<file path="config.mk">
export PLATFORM = sky130hd
export DESIGN_NAME = crc8_device_end_flat
export DESIGN_NICKNAME = d
export VERILOG_FILES = /design/src/design/crc8_pkg.sv /design/src/design/crc8_link_if.sv /design/src/design/crc8_device_end.sv /design/src/flat_wrapper.sv
export SDC_FILE = /design/constraint.sdc
export NUM_CORES = 1
export LEC_CHECK = 0
export ABC_AREA = 1
export CAP_MARGIN = 0
export CORE_ASPECT_RATIO = 1.5
export CORE_MARGIN = 2
export CORE_UTILIZATION = 29
export CTS_BUF_LIST = sky130_fd_sc_hd__clkbuf_4 sky130_fd_sc_hd__clkbuf_8 sky130_fd_sc_hd__clkbuf_16
export DETAILED_ROUTE_END_ITERATION = 8
export DONT_BUFFER_PORTS = 1
export MAX_ROUTING_LAYER = met4
export PLACE_DENSITY = 0.43
export SLEW_MARGIN = 10
export SYNTH_ARGS = -nofsm -noshare
export SYNTH_HDL_FRONTEND = slang
export SYNTH_SLANG_ARGS = --single-unit
</file>
<file path="constraint.sdc">
create_clock -name mclk -period 2 [get_ports mclk]
set_input_delay 0.2 -clock mclk [delete_from_list [all_inputs] [get_ports mclk]]
set_output_delay 0.2 -clock mclk [all_outputs]
set_load 0.1 [all_outputs]
</file>
<file path="src/design/crc8_pkg.sv">
// shared constants for the packet and rom check engine ends
package crc8_pkg;
   localparam logic [7:0]  REFLECTED_CONSTANT_A = 8'hB2;
   localparam logic [7:0]  REMAINDER_RESET      = 8'h00;
   localparam int          ROM_CONTENT_BITS     = 200;
   localparam int          ROM_TOTAL_BITS       = 208;
   localparam logic [7:0]  ROM_CONTENT_LAST     = 8'hC7;
   localparam logic [7:0]  ROM_TOTAL_LAST       = 8'hCF;
   localparam int          BYTE_BITS            = 8;
   localparam logic [2:0]  BIT_LAST             = 3'h7;
endpackage

</file>
<file path="src/design/crc8_link_if.sv">
// serial link between the monitor device end and the host end
`timescale 1ns/1ns
`default_nettype none
interface crc8_link_if;
   logic       h2d_valid;
   logic       h2d_bit;
   logic       h2d_last;
   logic       d2h_valid;
   logic       d2h_bit;
   logic       d2h_last;
   modport device (input h2d_valid, input h2d_bit, input h2d_last,
                   output d2h_valid, output d2h_bit, output d2h_last);
   modport host   (output h2d_valid, output h2d_bit, output h2d_last,
                   input d2h_valid, input d2h_bit, input d2h_last);
endinterface
`default_nettype wire

</file>
<file path="src/design/crc8_device_end.sv">
// monitor device end: checks incoming packets, appends check byte on replies
// Operation
// - check covers bytes before check byte only
// - bits enter engine lsb first
// - remainder starts at zero per packet
// - host may seed remainder or precompute
// - byte xored in then eight reductions
// - lsb one: shift right xor constant
// - one engine, polynomial 0xA6
// - rom check byte over 200 content bits
// - host clears engine before rom check
// - rom content applied in fixed order
// - direct comparison accepts exact match only
// - zero remainder method must end zero
// - block readback checked in arrival order
// - spi or bridge: collect then concatenate
// - retry failed fetch before rom verdict
// - mismatch rejects command, sets error flag
// - replies: clear, compute, append check byte
`timescale 1ns/1ns
`default_nettype none
module crc8_device_end
(
   // clock and reset
   input  wire logic        mclk,
   input  wire logic        reset_n,
   input  wire logic        clk_en,
   // link
   crc8_link_if.device      link,
   // received command
   output logic             cmd_accept,
   output logic             cmd_reject,
   output logic [7:0]       cmd_byte,
   output logic             cmd_byte_valid,
   output logic             packet_check_error_flag,
   input  wire logic        error_flag_clear,
   // reply data
   input  wire logic        tx_valid,
   input  wire logic [7:0]  tx_byte,
   input  wire logic        tx_last,
   output logic             tx_ready
);
   typedef enum logic [1:0] {
      RX_DATA  = 2'b00,
      RX_CHECK = 2'b01
   } rx_state_e;
   typedef enum logic [1:0] {
      TX_IDLE  = 2'b00,
      TX_DATA  = 2'b01,
      TX_CHECK = 2'b10
   } tx_state_e;

   // one reduction step on a single link bit
   function automatic logic [7:0] crc_step(input logic [7:0] rem, input logic din);
      logic [7:0] x;
      x = rem ^ {7'h00, din};
      crc_step = x[0] ? ((x >> 1) ^ crc8_pkg::REFLECTED_CONSTANT_A)
                      : (x >> 1);
   endfunction

   // receive path
   rx_state_e  rx_st_q, rx_st_d;
   logic [7:0] rx_rem_q, rx_rem_d;
   logic [7:0] rx_sh_q, rx_sh_d;
   logic [7:0] rx_chk_q, rx_chk_d;
   logic [2:0] rx_cnt_q, rx_cnt_d;
   logic       acc_d, rej_d, bv_d, flag_d;
   logic [7:0] cb_d;

   always_comb
   begin
      rx_st_d  = rx_st_q;
      rx_rem_d = rx_rem_q;
      rx_sh_d  = rx_sh_q;
      rx_chk_d = rx_chk_q;
      rx_cnt_d = rx_cnt_q;
      acc_d    = 1'b0;
      rej_d    = 1'b0;
      bv_d     = 1'b0;
      cb_d     = cmd_byte;
      flag_d   = packet_check_error_flag & ~error_flag_clear;
      if (link.h2d_valid)
      begin
         rx_cnt_d = rx_cnt_q + 3'h1;
         case (rx_st_q)
            RX_DATA:
            begin
               rx_rem_d = crc_step(rx_rem_q, link.h2d_bit);
               rx_sh_d  = {link.h2d_bit, rx_sh_q[7:1]};
               if (rx_cnt_q == crc8_pkg::BIT_LAST)
               begin
                  bv_d = 1'b1;
                  cb_d = {link.h2d_bit, rx_sh_q[7:1]};
                  if (link.h2d_last)
                     rx_st_d = RX_CHECK;
               end
            end
            RX_CHECK:
            begin
               rx_chk_d = {link.h2d_bit, rx_chk_q[7:1]};
               if (rx_cnt_q == crc8_pkg::BIT_LAST)
               begin
                  if ({link.h2d_bit, rx_chk_q[7:1]} == rx_rem_q)
                     acc_d = 1'b1;
                  else
                  begin
                     rej_d  = 1'b1;
                     flag_d = 1'b1;
                  end
                  rx_rem_d = crc8_pkg::REMAINDER_RESET;
                  rx_st_d  = RX_DATA;
               end
            end
            default: rx_st_d = RX_DATA;
         endcase
      end
   end

   always_ff @(posedge mclk or negedge reset_n)
   begin
      if (!reset_n)
      begin
         rx_st_q                 <= RX_DATA;
         rx_rem_q                <= crc8_pkg::REMAINDER_RESET;
         rx_sh_q                 <= 8'h00;
         rx_chk_q                <= 8'h00;
         rx_cnt_q                <= 3'h0;
         cmd_accept              <= 1'b0;
         cmd_reject              <= 1'b0;
         cmd_byte_valid          <= 1'b0;
         cmd_byte                <= 8'h00;
         packet_check_error_flag <= 1'b0;
      end
      else if (clk_en)
      begin
         rx_st_q                 <= rx_st_d;
         rx_rem_q                <= rx_rem_d;
         rx_sh_q                 <= rx_sh_d;
         rx_chk_q                <= rx_chk_d;
         rx_cnt_q                <= rx_cnt_d;
         cmd_accept              <= acc_d;
         cmd_reject              <= rej_d;
         cmd_byte_valid          <= bv_d;
         cmd_byte                <= cb_d;
         packet_check_error_flag <= flag_d;
      end
   end

   // transmit path
   tx_state_e  tx_st_q, tx_st_d;
   logic [7:0] tx_rem_q, tx_rem_d;
   logic [7:0] tx_sh_q, tx_sh_d;
   logic [2:0] tx_cnt_q, tx_cnt_d;
   logic       tx_lst_q, tx_lst_d;
   logic       ov_d, ob_d, ol_d;

   assign tx_ready = clk_en && (tx_st_q == TX_IDLE);

   always_comb
   begin
      tx_st_d  = tx_st_q;
      tx_rem_d = tx_rem_q;
      tx_sh_d  = tx_sh_q;
      tx_cnt_d = tx_cnt_q;
      tx_lst_d = tx_lst_q;
      ov_d     = 1'b0;
      ob_d     = 1'b0;
      ol_d     = 1'b0;
      case (tx_st_q)
         TX_IDLE:
            if (tx_valid)
            begin
               tx_sh_d  = tx_byte;
               tx_lst_d = tx_last;
               tx_cnt_d = 3'h0;
               tx_st_d  = TX_DATA;
            end
         TX_DATA:
         begin
            ov_d     = 1'b1;
            ob_d     = tx_sh_q[0];
            tx_rem_d = crc_step(tx_rem_q, tx_sh_q[0]);
            tx_sh_d  = tx_sh_q >> 1;
            tx_cnt_d = tx_cnt_q + 3'h1;
            if (tx_cnt_q == crc8_pkg::BIT_LAST)
            begin
               if (tx_lst_q)
               begin
                  tx_sh_d = crc_step(tx_rem_q, tx_sh_q[0]);
                  tx_st_d = TX_CHECK;
               end
               else
                  tx_st_d = TX_IDLE;
            end
         end
         TX_CHECK:
         begin
            ov_d     = 1'b1;
            ob_d     = tx_sh_q[0];
            tx_sh_d  = tx_sh_q >> 1;
            tx_cnt_d = tx_cnt_q + 3'h1;
            if (tx_cnt_q == crc8_pkg::BIT_LAST)
            begin
               ol_d     = 1'b1;
               tx_rem_d = crc8_pkg::REMAINDER_RESET;
               tx_st_d  = TX_IDLE;
            end
         end
         default: tx_st_d = TX_IDLE;
      endcase
   end

   always_ff @(posedge mclk or negedge reset_n)
   begin
      if (!reset_n)
      begin
         tx_st_q        <= TX_IDLE;
         tx_rem_q       <= crc8_pkg::REMAINDER_RESET;
         tx_sh_q        <= 8'h00;
         tx_cnt_q       <= 3'h0;
         tx_lst_q       <= 1'b0;
         link.d2h_valid <= 1'b0;
         link.d2h_bit   <= 1'b0;
         link.d2h_last  <= 1'b0;
      end
      else if (clk_en)
      begin
         tx_st_q        <= tx_st_d;
         tx_rem_q       <= tx_rem_d;
         tx_sh_q        <= tx_sh_d;
         tx_cnt_q       <= tx_cnt_d;
         tx_lst_q       <= tx_lst_d;
         link.d2h_valid <= ov_d;
         link.d2h_bit   <= ob_d;
         link.d2h_last  <= ol_d;
      end
   end
endmodule
`default_nettype wire

</file>
<file path="src/flat_wrapper.sv">
// flat-port wrapper written by rule: the top's interface ports become plain ports
module crc8_device_end_flat 
  (mclk, reset_n, clk_en, cmd_accept, cmd_reject, cmd_byte, cmd_byte_valid, packet_check_error_flag, error_flag_clear, tx_valid, tx_byte, tx_last, tx_ready, link_h2d_valid, link_h2d_bit, link_h2d_last, link_d2h_valid, link_d2h_bit, link_d2h_last);
  crc8_link_if link_i ();
  input  wire logic mclk;
  input  wire logic reset_n;
  input  wire logic clk_en;
  output logic cmd_accept;
  output logic cmd_reject;
  output logic [7:0] cmd_byte;
  output logic cmd_byte_valid;
  output logic packet_check_error_flag;
  input  wire logic error_flag_clear;
  input  wire logic tx_valid;
  input  wire logic [7:0] tx_byte;
  input  wire logic tx_last;
  output logic tx_ready;
  input wire logic [$bits(link_i.h2d_valid)-1:0] link_h2d_valid;
  input wire logic [$bits(link_i.h2d_bit)-1:0] link_h2d_bit;
  input wire logic [$bits(link_i.h2d_last)-1:0] link_h2d_last;
  output wire logic [$bits(link_i.d2h_valid)-1:0] link_d2h_valid;
  output wire logic [$bits(link_i.d2h_bit)-1:0] link_d2h_bit;
  output wire logic [$bits(link_i.d2h_last)-1:0] link_d2h_last;
  assign link_i.h2d_valid = link_h2d_valid;
  assign link_i.h2d_bit = link_h2d_bit;
  assign link_i.h2d_last = link_h2d_last;
  assign link_d2h_valid = link_i.d2h_valid;
  assign link_d2h_bit = link_i.d2h_bit;
  assign link_d2h_last = link_i.d2h_last;
  crc8_device_end u_core (.mclk(mclk), .reset_n(reset_n), .clk_en(clk_en), .link(link_i), .cmd_accept(cmd_accept), .cmd_reject(cmd_reject), .cmd_byte(cmd_byte), .cmd_byte_valid(cmd_byte_valid), .packet_check_error_flag(packet_check_error_flag), .error_flag_clear(error_flag_clear), .tx_valid(tx_valid), .tx_byte(tx_byte), .tx_last(tx_last), .tx_ready(tx_ready));
endmodule
</file>
==> metrics.yaml, run 1 <==
sta:
  setup_viol: 0
  worst_slew_pin_slew_ns: 0.417
  fin_crit_sh: 0.846
  drv_slew: 0
  min_period_ns: 1.69
  slew_headroom: 0.721
  rsz0062_at_grt: "false"
  fin_setup_tns_ns: 0
  hold_ws_ns: 0.0173
  fin_ws_ns: 0.309
  fmax_mhz: 591
  hold_viol_final: 0
  fin_skew_ns: 0.00317
floorplanning:
  die-area_sq_um: 11300
  die_h_um: 129
  ios: 33
  core_area_sq_um: 10100
  rows: 45
  die_x_um: 87.3
  start_util: 0.298
pwr:
  combPwrFrac: 0.430
  leakage_nw: 1.83
  switchingPower_mw: 2.92
  seqPwrFrac: 0.318
  switching_share: 0.429
  powerDensity_nw_per_um2: 1870
  power_frac_clock: 0.252
  vdd_drop_max_mv: 0.847
  intPower_mw: 3.89
setup_path:
  worstPathRequired_ns: 1.80
  r2r_cells: 8
  timing.rr.start: "u_core.tx_st_q[0]"
  cp-end-kind: "primary output"
  crit_type: "reg -> out"
  r2r_slack_ns: 0.32
  critPathSlowestCell: "dfrtp_1"
  crit_path_max_incr_delay_ns: 0.38
  r2r-end: "u_core.tx_sh_q[2]"
  crit_path_start: "u_core.tx_st_q[0]"
  cp_cell_sequence: "inv_1, ha_1, nand2_1, inv_2, buf_4"
  cp_max_fo: 4
  arrival_ns: 1.49
  endpoint: "tx_ready"
  startpoint_type: "register"
yosys:
  synth_top_area_frac: 0.522
  ys_types: 23
  syn_inst: 352
  synth_seq_cells: 63
  ys_top_cells_by_area: "dfrtp_1 52%, nand2_1 12%, inv_1 5.7%, o21ai_0 4.1%, ha_1 3.3%"
  yosysTopAreaCell: "dfrtp_1"
  syn-num-nets: 377
  syn-cell-area_sq_um: 3020
  synth_seq_area_share: 0.522
  yosysWarnings: 0
  avgSynthCellArea_sq_um: 8.58
placed_design:
  dp_cells: 483
  post-place-ws_ns: 0.331
  hpwlAfterDp_mm: 4.96
  io_buffers: 0
  place_congestion: 0.842
final_layout:
  multi_input_area_sq_um: 1190
  final-instance-count-excl-fill: 502
  drive_above_1_share: 0.161
  diodes: 0
  regArea_sq_um: 1580
  area_delta_synth_final_pct: 20.7
  fillerInstances: 1067
  final_nets: 405
clock_network:
  clk_latency_ns: 0.33
  cts_sinks: 63
  htree_num_levels: 3
  cts_root_buf: "clkbuf_16"
  post_cts_resized: 0
  path_clk_slew_ns: 0.05
  cts-buffers-inserted: 9
  cts_tree: "yes"
  clock_path_buffers: 2
  cts_setup_buffers: 0
routing:
  ant_nets: 0
  via_per_inst: 4.55
  dr_total_vias: 2284
  wirelength_mm: 6.87
  wl_per_cell_um: 13.7
  drc_errors: 0
  first_pass_iters: 4
  drtIter0Drc: 78
global_routing:
  grt_pass1_vias: 2344
  met1_usage: 0.154
  grtUsageTotal: 0.140
  grt-ovfl-total: 0
  antenna_found_initial: 0
  grt_util_met3: 0.0443
  grt.busiest_layer: "met2"
  use_met2: 0.227
  grt_first_pass_wirelength_mm: 11.6
  grt_start_max_net_pins: 64
outcome:
  outcome: "completed"
job:
  cap_violations: 0
min_path:
  hold_class: "in -> reg"
[registers in the layout (all words and copies together) (netlist names), 2 cells and up]
register / flops
u_core.rx_cnt_q: 3
u_core.rx_sh_q: 7
u_core.rx_rem_q: 8
u_core.rx_chk_q: 7
u_core.cmd_byte: 8
u_core.tx_cnt_q: 3
u_core.tx_rem_q: 8
u_core.tx_st_q: 2
u_core.tx_sh_q: 8
[worst min-delay path by stage]
stage | from | end | slack [ns] | cells past startpoint
finish | tx_last | u_core.tx_lst_q | 0.02 | 2
global placement | reset_n | u_core.link.d2h_last | -0.09 | 0
floorplan | reset_n | u_core.cmd_accept | -0.1 | 0
detailed placement | reset_n | u_core.link.d2h_last | -0.09 | 0
CTS | tx_last | u_core.tx_lst_q | 0.01 | 2
global route | tx_last | u_core.tx_lst_q | 0.01 | 2
[cell families after synthesis]
group	Yosys count	share of synthesized area
and+or+nand+nor	146	0.202
AOI/OAI and AO/OA	67	0.133
DFF	63	0.522
buffers and inverters	59	0.0829
xor gates and xnor gates	9	0.0261
adders and majority gates	8	0.0332
[stage by stage]
stage / util / area [sq um] / total power, mW
3_3_place_gp: 0.322 / 3260 / 5.10
4_1_cts: 0.360 / 3640 / 6.92
3_5_place_dp: 0.322 / 3260 / 5.12
5_1_grt: 0.360 / 3640 / 7.37
2_1_floorplan: - / 3020 / 4.46
6_report: 0.360 / 3640 / 6.82
[synth_stat cells (all sizes together)]
master / number
a21oi: 17
buf: 6
dfrtp: 63
ha: 8
inv: 53
nand2: 103
nand3: 16
nand3b: 1
nor2: 26
o211ai: 1
o21ai: 36
o22ai: 13
xnor2: 9
[power by group through the flow]
stage                     Clock [mW]  Combinational, mW  Sequential, mW
after floorplan                    0               1.68            2.78
final                           1.72               2.93            2.17
after global routing            1.81               3.32            2.25
after CTS                       1.77               2.98            2.18
after detailed placement           0               2.92            2.19
after global placement             0               2.91            2.19
[area by class of cell]
cell class / instances / share of cell area
Clock buffer: 11 / 0.0693
Clock inverter: 5 / 0.0220
Inverter: 53 / 0.0546
Multi-Input combinational cell: 230 / 0.327
Sequential cell: 63 / 0.433
Tap cell: 117 / 0.0402
Timing Repair Buffer: 23 / 0.0542
[what timing repair did]
item,4_1_cts,5_1_grt
hold endpoints to repair,64,0
endpoints found under the setup margin,0,0
hold buffers,3,0
[critical path, delay by kind of cell (launching register included)]
| family | cells | cell delay [ns] |
|---|---|---|
| flops | 1 | 0.38 |
| fa+ha+maj | 1 | 0.19 |
| buf+inv | 3 | 0.50 |
| simple gates | 1 | 0.08 |
[cell usage in the layout, fill, tap and decap left out, types with 3 or more instances in the layout]
cell and n:
inv_2 7, inv_1 46, a21oi_1 15, nand2_1 100
nor2_4 3, xnor2_1 9, dfrtp_1 63, nor2_1 23
ha_1 8, buf_4 20, clkbuf_16 9, nand3_1 16
o22ai_1 13, o21ai_0 25, o21ai_2 8
[metal layers]
metal	share of wire	routed length, um
met2	0.51	3470
met5	0	0
met1	0.42	2880
met3	0.053	361
met4	0.022	153
Power figures use the tool's default switching activity.
==> run 2: changes to the inputs <==
--- a/config.mk
+++ b/config.mk
@@ -5,7 +5,7 @@
 export SDC_FILE = /design/constraint.sdc
 export NUM_CORES = 1
 export LEC_CHECK = 0
-export ABC_AREA = 1
+export ABC_AREA = 0
 export CAP_MARGIN = 0
 export CORE_ASPECT_RATIO = 1.5
 export CORE_MARGIN = 2
@@ -14,7 +14,7 @@
 export DETAILED_ROUTE_END_ITERATION = 8
 export DONT_BUFFER_PORTS = 1
 export MAX_ROUTING_LAYER = met4
-export PLACE_DENSITY = 0.43
+export PLACE_DENSITY = 0.44
 export SLEW_MARGIN = 10
 export SYNTH_ARGS = -nofsm -noshare
 export SYNTH_HDL_FRONTEND = slang
==> constraint.sdc (replaced) <==
create_clock -name mclk -period 1.5 [get_ports mclk]
set_input_delay 0.15 -clock mclk [delete_from_list [all_inputs] [get_ports mclk]]
set_output_delay 0.15 -clock mclk [all_outputs]
set_load 0.1 [all_outputs]
==> run 2 against run 1 <==
Net effect: the run now ends with hold timing, setup timing left; core utilization is 4.9 points higher; setup slack worse by 0.38 ns; non-clock buffer count increased by 35.
==> metrics.yaml, run 2 <==
outcome:
  outcome: "finished, violations left"
  violations: "hold timing, setup timing"
clock_network:
  clock_path_buffers: 2  # unchanged
  cts_sinks: 63  # unchanged
  cts-buffers-inserted: 9  # unchanged
  htree_num_levels: 3  # unchanged
  hold_buffers: 6  # +3
  clk_latency_ns: 0.33  # about the same
  cts_root_buf: "clkbuf_16"
  path_clk_slew_ns: 0.05  # about the same
  cts_tree: "yes"
yosys:
  synth_flop_cell: "dfrtp_1"
  ys_top_cells_by_area: "dfrtp_1 53%, mux2_2 6.5%, a22o_1 4.7%, mux2_4 4.1%, ha_1 3.4%"
  ys_top_cells_by_count: "63 x dfrtp_1, 25 x nand2_1, 17 x mux2_2, 16 x a22o_1"
  syn-cell-area_sq_um: 2960  # -1.9%
  synth_edf_count: 0  # unchanged
  yosysWarnings: 0  # unchanged
  synth-simple-area-share: 0.0883  # -0.114
  synth.most_common_cell: "dfrtp_1"
  post_synth_mux_area_share: 0.124  # +0.124
  synth-xor-area-share: 0.0554  # +0.0293
  synth_top_family_by_area: "compound AO/OA/AOI/OAI gates"
  synth_seq_area_share: 0.533  # +0.0104
  synth_fa_ha_area_frac: 0.0338  # +0.000659
  synth_compound_area_frac: 0.134  # +0.000960
  ys_types: 43  # +87%
  synth_top_area_frac: 0.533  # +0.0104
  syn-num-nets: 268  # -29%
  yosysTopAreaCell: "dfrtp_1"
  avgSynthCellArea_sq_um: 12.2  # +42%
  synth_seq_cells: 63  # unchanged
  async_flop_share: 1.00  # unchanged
  syn_inst: 243  # -31%
sta:
  fmax_mhz: 635
  setup_viol: 10  # +10
  worst_slew_pin_slew_ns: 0.379  # -0.0384 ns
  slew_headroom: 0.747  # +0.0263
  hold_viol_final: 63  # +63
  fin_skew_ns: 0.00476  # +0.00159 ns
  fin_ws_ns: -0.0738  # -0.383 ns
  hold_ws_ns: -0.485  # -0.503 ns
  min_period_ns: 1.57
  drv_slew: 0  # unchanged
  rsz0062_at_grt: "true"
  fin_crit_sh: 1.05
pwr:
  seqPwrFrac: 0.322  # +0.004
  power_frac_clock: 0.231  # -0.021
  leakage_nw: 1.92  # +4.7%
  switching_share: 0.392  # -0.0365
  powerDensity_nw_per_um2: 2220  # +19%
  intPower_mw: 5.53  # +42%
  switchingPower_mw: 3.57  # +22%
  combPwrFrac: 0.447  # +0.017
  vdd_drop_max_mv: 0.887  # +4.7%
floorplanning:
  die_h_um: 128  # -0.95%
  die-area_sq_um: 11000  # -1.9%
  start_util: 0.295  # -0.00252
  die_x_um: 86.5  # -0.93%
  rows: 45  # unchanged
  ios: 33  # unchanged
  core_area_sq_um: 10000  # -1.1%
global_routing:
  grt_first_pass_wirelength_mm: 11.5  # -0.71%
  grt_pass1_vias: 2218  # -5.4%
  grt_start_max_net_pins: 64  # unchanged
  antenna_found_initial: 0  # unchanged
  grtUsageTotal: 0.141  # +0.000769
  grt-ovfl-total: 0  # unchanged
setup_path:
  cp_max_fo: 4  # unchanged
  startpoint_type: "register"
  critPathSlowestCell: "dfrtp_1"
  crit_family: "flip-flops"
  cp_cell_sequence: "ha_4, ha_4, buf_6, nand2_4, mux2_4, a21oi_2, o31ai_2"
  cp_num_buf_inv: 1  # -2
  crit_path_max_incr_delay_ns: 0.41  # +0.03 ns
  crit_top_cell: "ha_4"
  cp-end-kind: "register"
  r2r_slack_ns: -0.07  # -0.39 ns
  timing.rr.start: "u_core.tx_cnt_q[0]"
  crit_type: "reg -> reg"
  worstPathRequired_ns: 1.71  # -0.09 ns
  crit_path_start: "u_core.tx_cnt_q[0]"
  arrival_ns: 1.79  # +0.30 ns
final_layout:
  area_delta_synth_final_pct: 38.3
  drive_above_1_share: 0.434  # +0.273
  fin_util: 0.409  # +0.0490
  final-instance-count-excl-fill: 426  # -15%
  diodes: 0  # unchanged
  final_common_cell: "dfrtp_1"
  final_nets: 329  # -19%
  final_cell_mix: "63 x dfrtp_1, 42 x buf_4, 21 x nand2_1, 16 x a22o_1, 15 x mux2_2"
routing:
  dr_total_vias: 2082  # -8.8%
  drtIter0Drc: 82  # +5.1%
  via_per_inst: 4.89  # +7.4%
  first_pass_iters: 4  # unchanged
  drc_errors: 0  # unchanged
  wirelength_mm: 6.96  # +1.4%
  ant_nets: 0  # unchanged
  wl_per_cell_um: 16.3  # +19%
placed_design:
  hpwlAfterDp_mm: 4.55  # -8.3%
  place_congestion: 0.749  # -11%
  post-place-ws_ns: -0.187  # -0.518 ns
  dp_cells: 393  # -19%
  io_buffers: 0  # unchanged
min_path:
  hold_class: "in -> async"
job:
  cap_violations: 0  # unchanged
## run 2: per-layer routing
metal / share of wire / GRT usage / routed length, um
met1: 0.43 / 0.167 / 2990
met2: 0.52 / 0.227 / 3630
met3: 0.030 / 0.0296 / 212
met4: 0.019 / 0.0662 / 129
met5: 0 / - / 0
## run 2: path summary, 6_finish.rpt
kind	depth (start not counted)	endpoint
min in group mclk	3	u_core.rx_st_q[0]
max in group asynchronous	0	u_core.tx_sh_q[6]
min	0	u_core.cmd_byte[3]
max reg2reg	7	u_core.tx_sh_q[2]
max	7	u_core.tx_sh_q[2]
min reg2reg	1	u_core.cmd_reject
## run 2: power by group through the flow
stage	clock, mW	sequential [mW]	combinational [mW]
2_1_floorplan	0	3.67	1.85
3_3_place_gp	0	2.93	3.57
3_5_place_dp	0	2.94	3.59
4_1_cts	2.17	2.94	3.87
5_1_grt	2.23	3.03	4.40
6_report	2.10	2.93	4.07
## run 2: area by class of cell
cell class,instances,area [sq um]
sequential,63,1580
clock inverter,5,57.6
timing repair buffer,58,505
inverter,8,30.0
tap,117,146
fill,992,5930
clock buffer,11,246
multi-input combinational,164,1530
## run 2: what timing repair did
| action | CTS | global route |
|---|---|---|
| hold endpoints to repair | 73 | 63 |
| setup endpoints to repair | 31 | 33 |
| cloned | 2 | 0 |
| pin swaps | 14 | 18 |
| setup buffers | 6 | 5 |
| gates resized for setup | 27 | 25 |
## run 2: cell families after synthesis
kind of cell	Yosys count
AO/OA/AOI/OAI	54
XOR/XNOR	17
flip-flops	63
AND/OR/NAND/NOR	53
adder cells (fa/ha/maj)	8
buffers and inverters	18
multiplexers	30
## run 2: worst reg2reg max path, cell delays in order, from the launching register on
cell     delay [ns]
dfrtp_1        0.41
ha_4           0.18
ha_4           0.17
buf_6          0.13
nand2_4        0.05
mux2_4         0.30
a21oi_2        0.15
o31ai_2        0.07
## run 2: stage by stage
stage / instance area [sq um] / hold slack, ns / total power [mW] / setup TNS (ns)
finish: 4100 / -0.485 / 9.10 / -0.279
global route: 4100 / -0.504 / 9.65 / -1.38
CTS: 3960 / -0.502 / 8.98 / -0.620
detailed placement: 3440 / -0.144 / 6.54 / -2.99
global placement: 3440 / -0.144 / 6.50 / -2.57
floorplan: 3020 / -0.146 / 5.53 / 0
==> run 3: changes to the inputs <==
==> constraint.sdc (replaced) <==
create_clock -name mclk -period 1.3 [get_ports mclk]
set_input_delay 0.13 -clock mclk [delete_from_list [all_inputs] [get_ports mclk]]
set_output_delay 0.13 -clock mclk [all_outputs]
set_load 0.1 [all_outputs]
==> run 3 against run 2 <==
Net effect: the run still ends with hold timing, setup timing left; routed wire length is 5.3% higher; cell area is 8.3% higher; register-to-register slack got worse by 0.21 ns; setup slack got worse by 0.21 ns; via count is 6.6% higher; clock skew hardly changed; cell count is 6.1% higher; core utilization increased by 3.4 points; largest power group unchanged.
==> metrics.yaml, run 3 (same netlist as run 2, synthesis figures left out) <==
floorplanning:
  die_x_um: 86.5  # unchanged
  start_util: 0.295  # unchanged
  rows: 45  # unchanged
  ios: 33  # unchanged
  die-area_sq_um: 11000  # unchanged
  die_h_um: 128  # unchanged
  core_area_sq_um: 10000  # unchanged
sta:
  slew_headroom: 0.666  # -0.0818
  hold_ws_ns: -0.509  # -0.0237 ns
  fin_setup_tns_ns: -7.45  # -7.17 ns
  min_period_ns: 1.58
  fmax_mhz: 631
  fin_ws_ns: -0.285  # -0.211 ns
  hold_viol_final: 64  # +1.6%
  fin_skew_ns: 0.00472  # -0.0000449 ns
  worst_slew_pin_slew_ns: 0.500  # +0.121 ns
  rsz0062_at_grt: "true"
  setup_viol: 41  # +31
  fin_crit_sh: 1.22
  drv_slew: 0  # unchanged
setup_path:
  cp-end-kind: "primary output"
  worstPathRequired_ns: 1.17  # -0.54 ns
  timing.rr.start: "u_core.rx_cnt_q[0]"
  cp_num_buf_inv: 3  # +2
  critPathSlowestCell: "dfrtp_2"
  endpoint: "tx_ready"
  cp_max_fo: 3  # -1
  crit_family: "flip-flops"
  arrival_ns: 1.45  # -0.34 ns
  r2r_cells: 6  # -1
  crit_path_max_incr_delay_ns: 0.46  # +0.05 ns
  crit_type: "reg -> out"
  r2r_slack_ns: -0.28  # -0.21 ns
  r2r-end: "u_core.cmd_byte[1]"
  cp_cell_sequence: "inv_4, ha_4, buf_6, and2_4, buf_12"
  startpoint_type: "register"
  crit_path_start: "u_core.tx_st_q[0]"
  cp_num_cells: 5  # -2
routing:
  wl_per_cell_um: 16.2  # -0.76%
  wirelength_mm: 7.33  # +5.3%
  ant_nets: 0  # unchanged
  drtIter0Drc: 88  # +7.3%
  first_pass_iters: 4  # unchanged
  drc_errors: 0  # unchanged
  via_per_inst: 4.91  # +0.49%
  dr_total_vias: 2220  # +6.6%
pwr:
  leakage_nw: 2.12  # +10%
  powerDensity_nw_per_um2: 2560  # +15%
  vdd_drop_max_mv: 1.39  # +57%
outcome:
  outcome: "finished, violations left"
  violations: "hold timing, setup timing"
placed_design:
  io_buffers: 0  # unchanged
  place_congestion: 0.824  # +10%
  hpwlAfterDp_mm: 4.59  # +0.92%
  dp_cells: 414  # +5.3%
global_routing:
  grt_first_pass_wirelength_mm: 11.8  # +2.3%
  grt_start_max_net_pins: 64  # unchanged
  grt-ovfl-total: 0  # unchanged
  grtUsageTotal: 0.144  # +0.00309
  grt_pass1_vias: 2337  # +5.4%
  antenna_found_initial: 0  # unchanged
clock_network:
  clock_path_buffers: 2  # unchanged
  cts_tree: "yes"
  clk_latency_ns: 0.33  # about the same
  htree_num_levels: 3  # unchanged
  cts_sinks: 63  # unchanged
  cts_root_buf: "clkbuf_16"
  cts-buffers-inserted: 9  # unchanged
  path_clk_slew_ns: 0.05  # about the same
final_layout:
  diodes: 0  # unchanged
  area_delta_synth_final_pct: 49.9
  drive_above_1_share: 0.493  # +0.0589
  final-instance-count-excl-fill: 452  # +6.1%
  fillerInstances: 942  # -5.0%
  final_cell_mix: "61 x buf_4, 61 x dfrtp_1, 19 x nand2_1, 16 x mux2_4, 16 x a22o_1"
  final_nets: 355  # +7.9%
job:
  cap_violations: 0  # unchanged
min_path:
  hold_class: "in -> async"
run 3: cell count changes in the layout (fill, tap and decap cells not counted), moves of 3 or more:
cell	before	now
buf_12	2	5
buf_4	42	61
mux2_4	12	16
clkinvlp_4	3	0
mux2_2	15	11
run 3: metrics by stage:
stage	total power, mW	util	area (sq um)	setup slack (ns)
final	11.4	0.443	4440	-0.285
after global routing	12.0	0.443	4440	-0.348
after detailed placement	7.84	0.362	3630	-0.303
after CTS	11.1	0.425	4260	-0.267
after global placement	7.81	0.362	3630	-0.300
after floorplan	6.46	-	3060	-0.200
run 3: how the worst min path moves through the flow:
stage,startpoint,endpoint,depth (start not counted)
floorplan,reset_n,u_core.cmd_accept,0
global placement,reset_n,u_core.cmd_byte[4],0
detailed placement,reset_n,u_core.cmd_byte[3],0
CTS,reset_n,u_core.link.d2h_last,0
global route,reset_n,u_core.link.d2h_valid,0
finish,reset_n,u_core.cmd_byte[3],0
run 3: cell type report:
cell class | count | area (sq um) | area share
clock buffers | 10 | 233 | 0.0525
clock inverters | 6 | 109 | 0.0245
flip-flops and latches | 63 | 1580 | 0.356
repair buffers | 85 | 778 | 0.175
well taps | 117 | 146 | 0.0330
multi-input cells | 163 | 1560 | 0.351
inverters | 8 | 32.5 | 0.00733
run 3: routing by layer:
layer / GRT usage / share of wire
met5: - / 0
met4: 0.0726 / 0.025
met2: 0.229 / 0.52
met3: 0.0393 / 0.037
met1: 0.165 / 0.42
run 3: timing repair:
action                                  4_1_cts  5_1_grt
hold buffers                                  5        3
setup buffers                                 6        7
pin swaps                                    11       17
cloned                                        2        0
resized for setup                            38       24
endpoints found under the hold margin        73       68
endpoints found under the setup margin       45       53
run 3: power breakdown:
group	internal, mW	total [mW]	switching [mW]
clock network	1.89	2.78	0.893
registers	2.75	3.36	0.618
logic	2.46	5.21	2.75
total	7.09	11.4	4.27
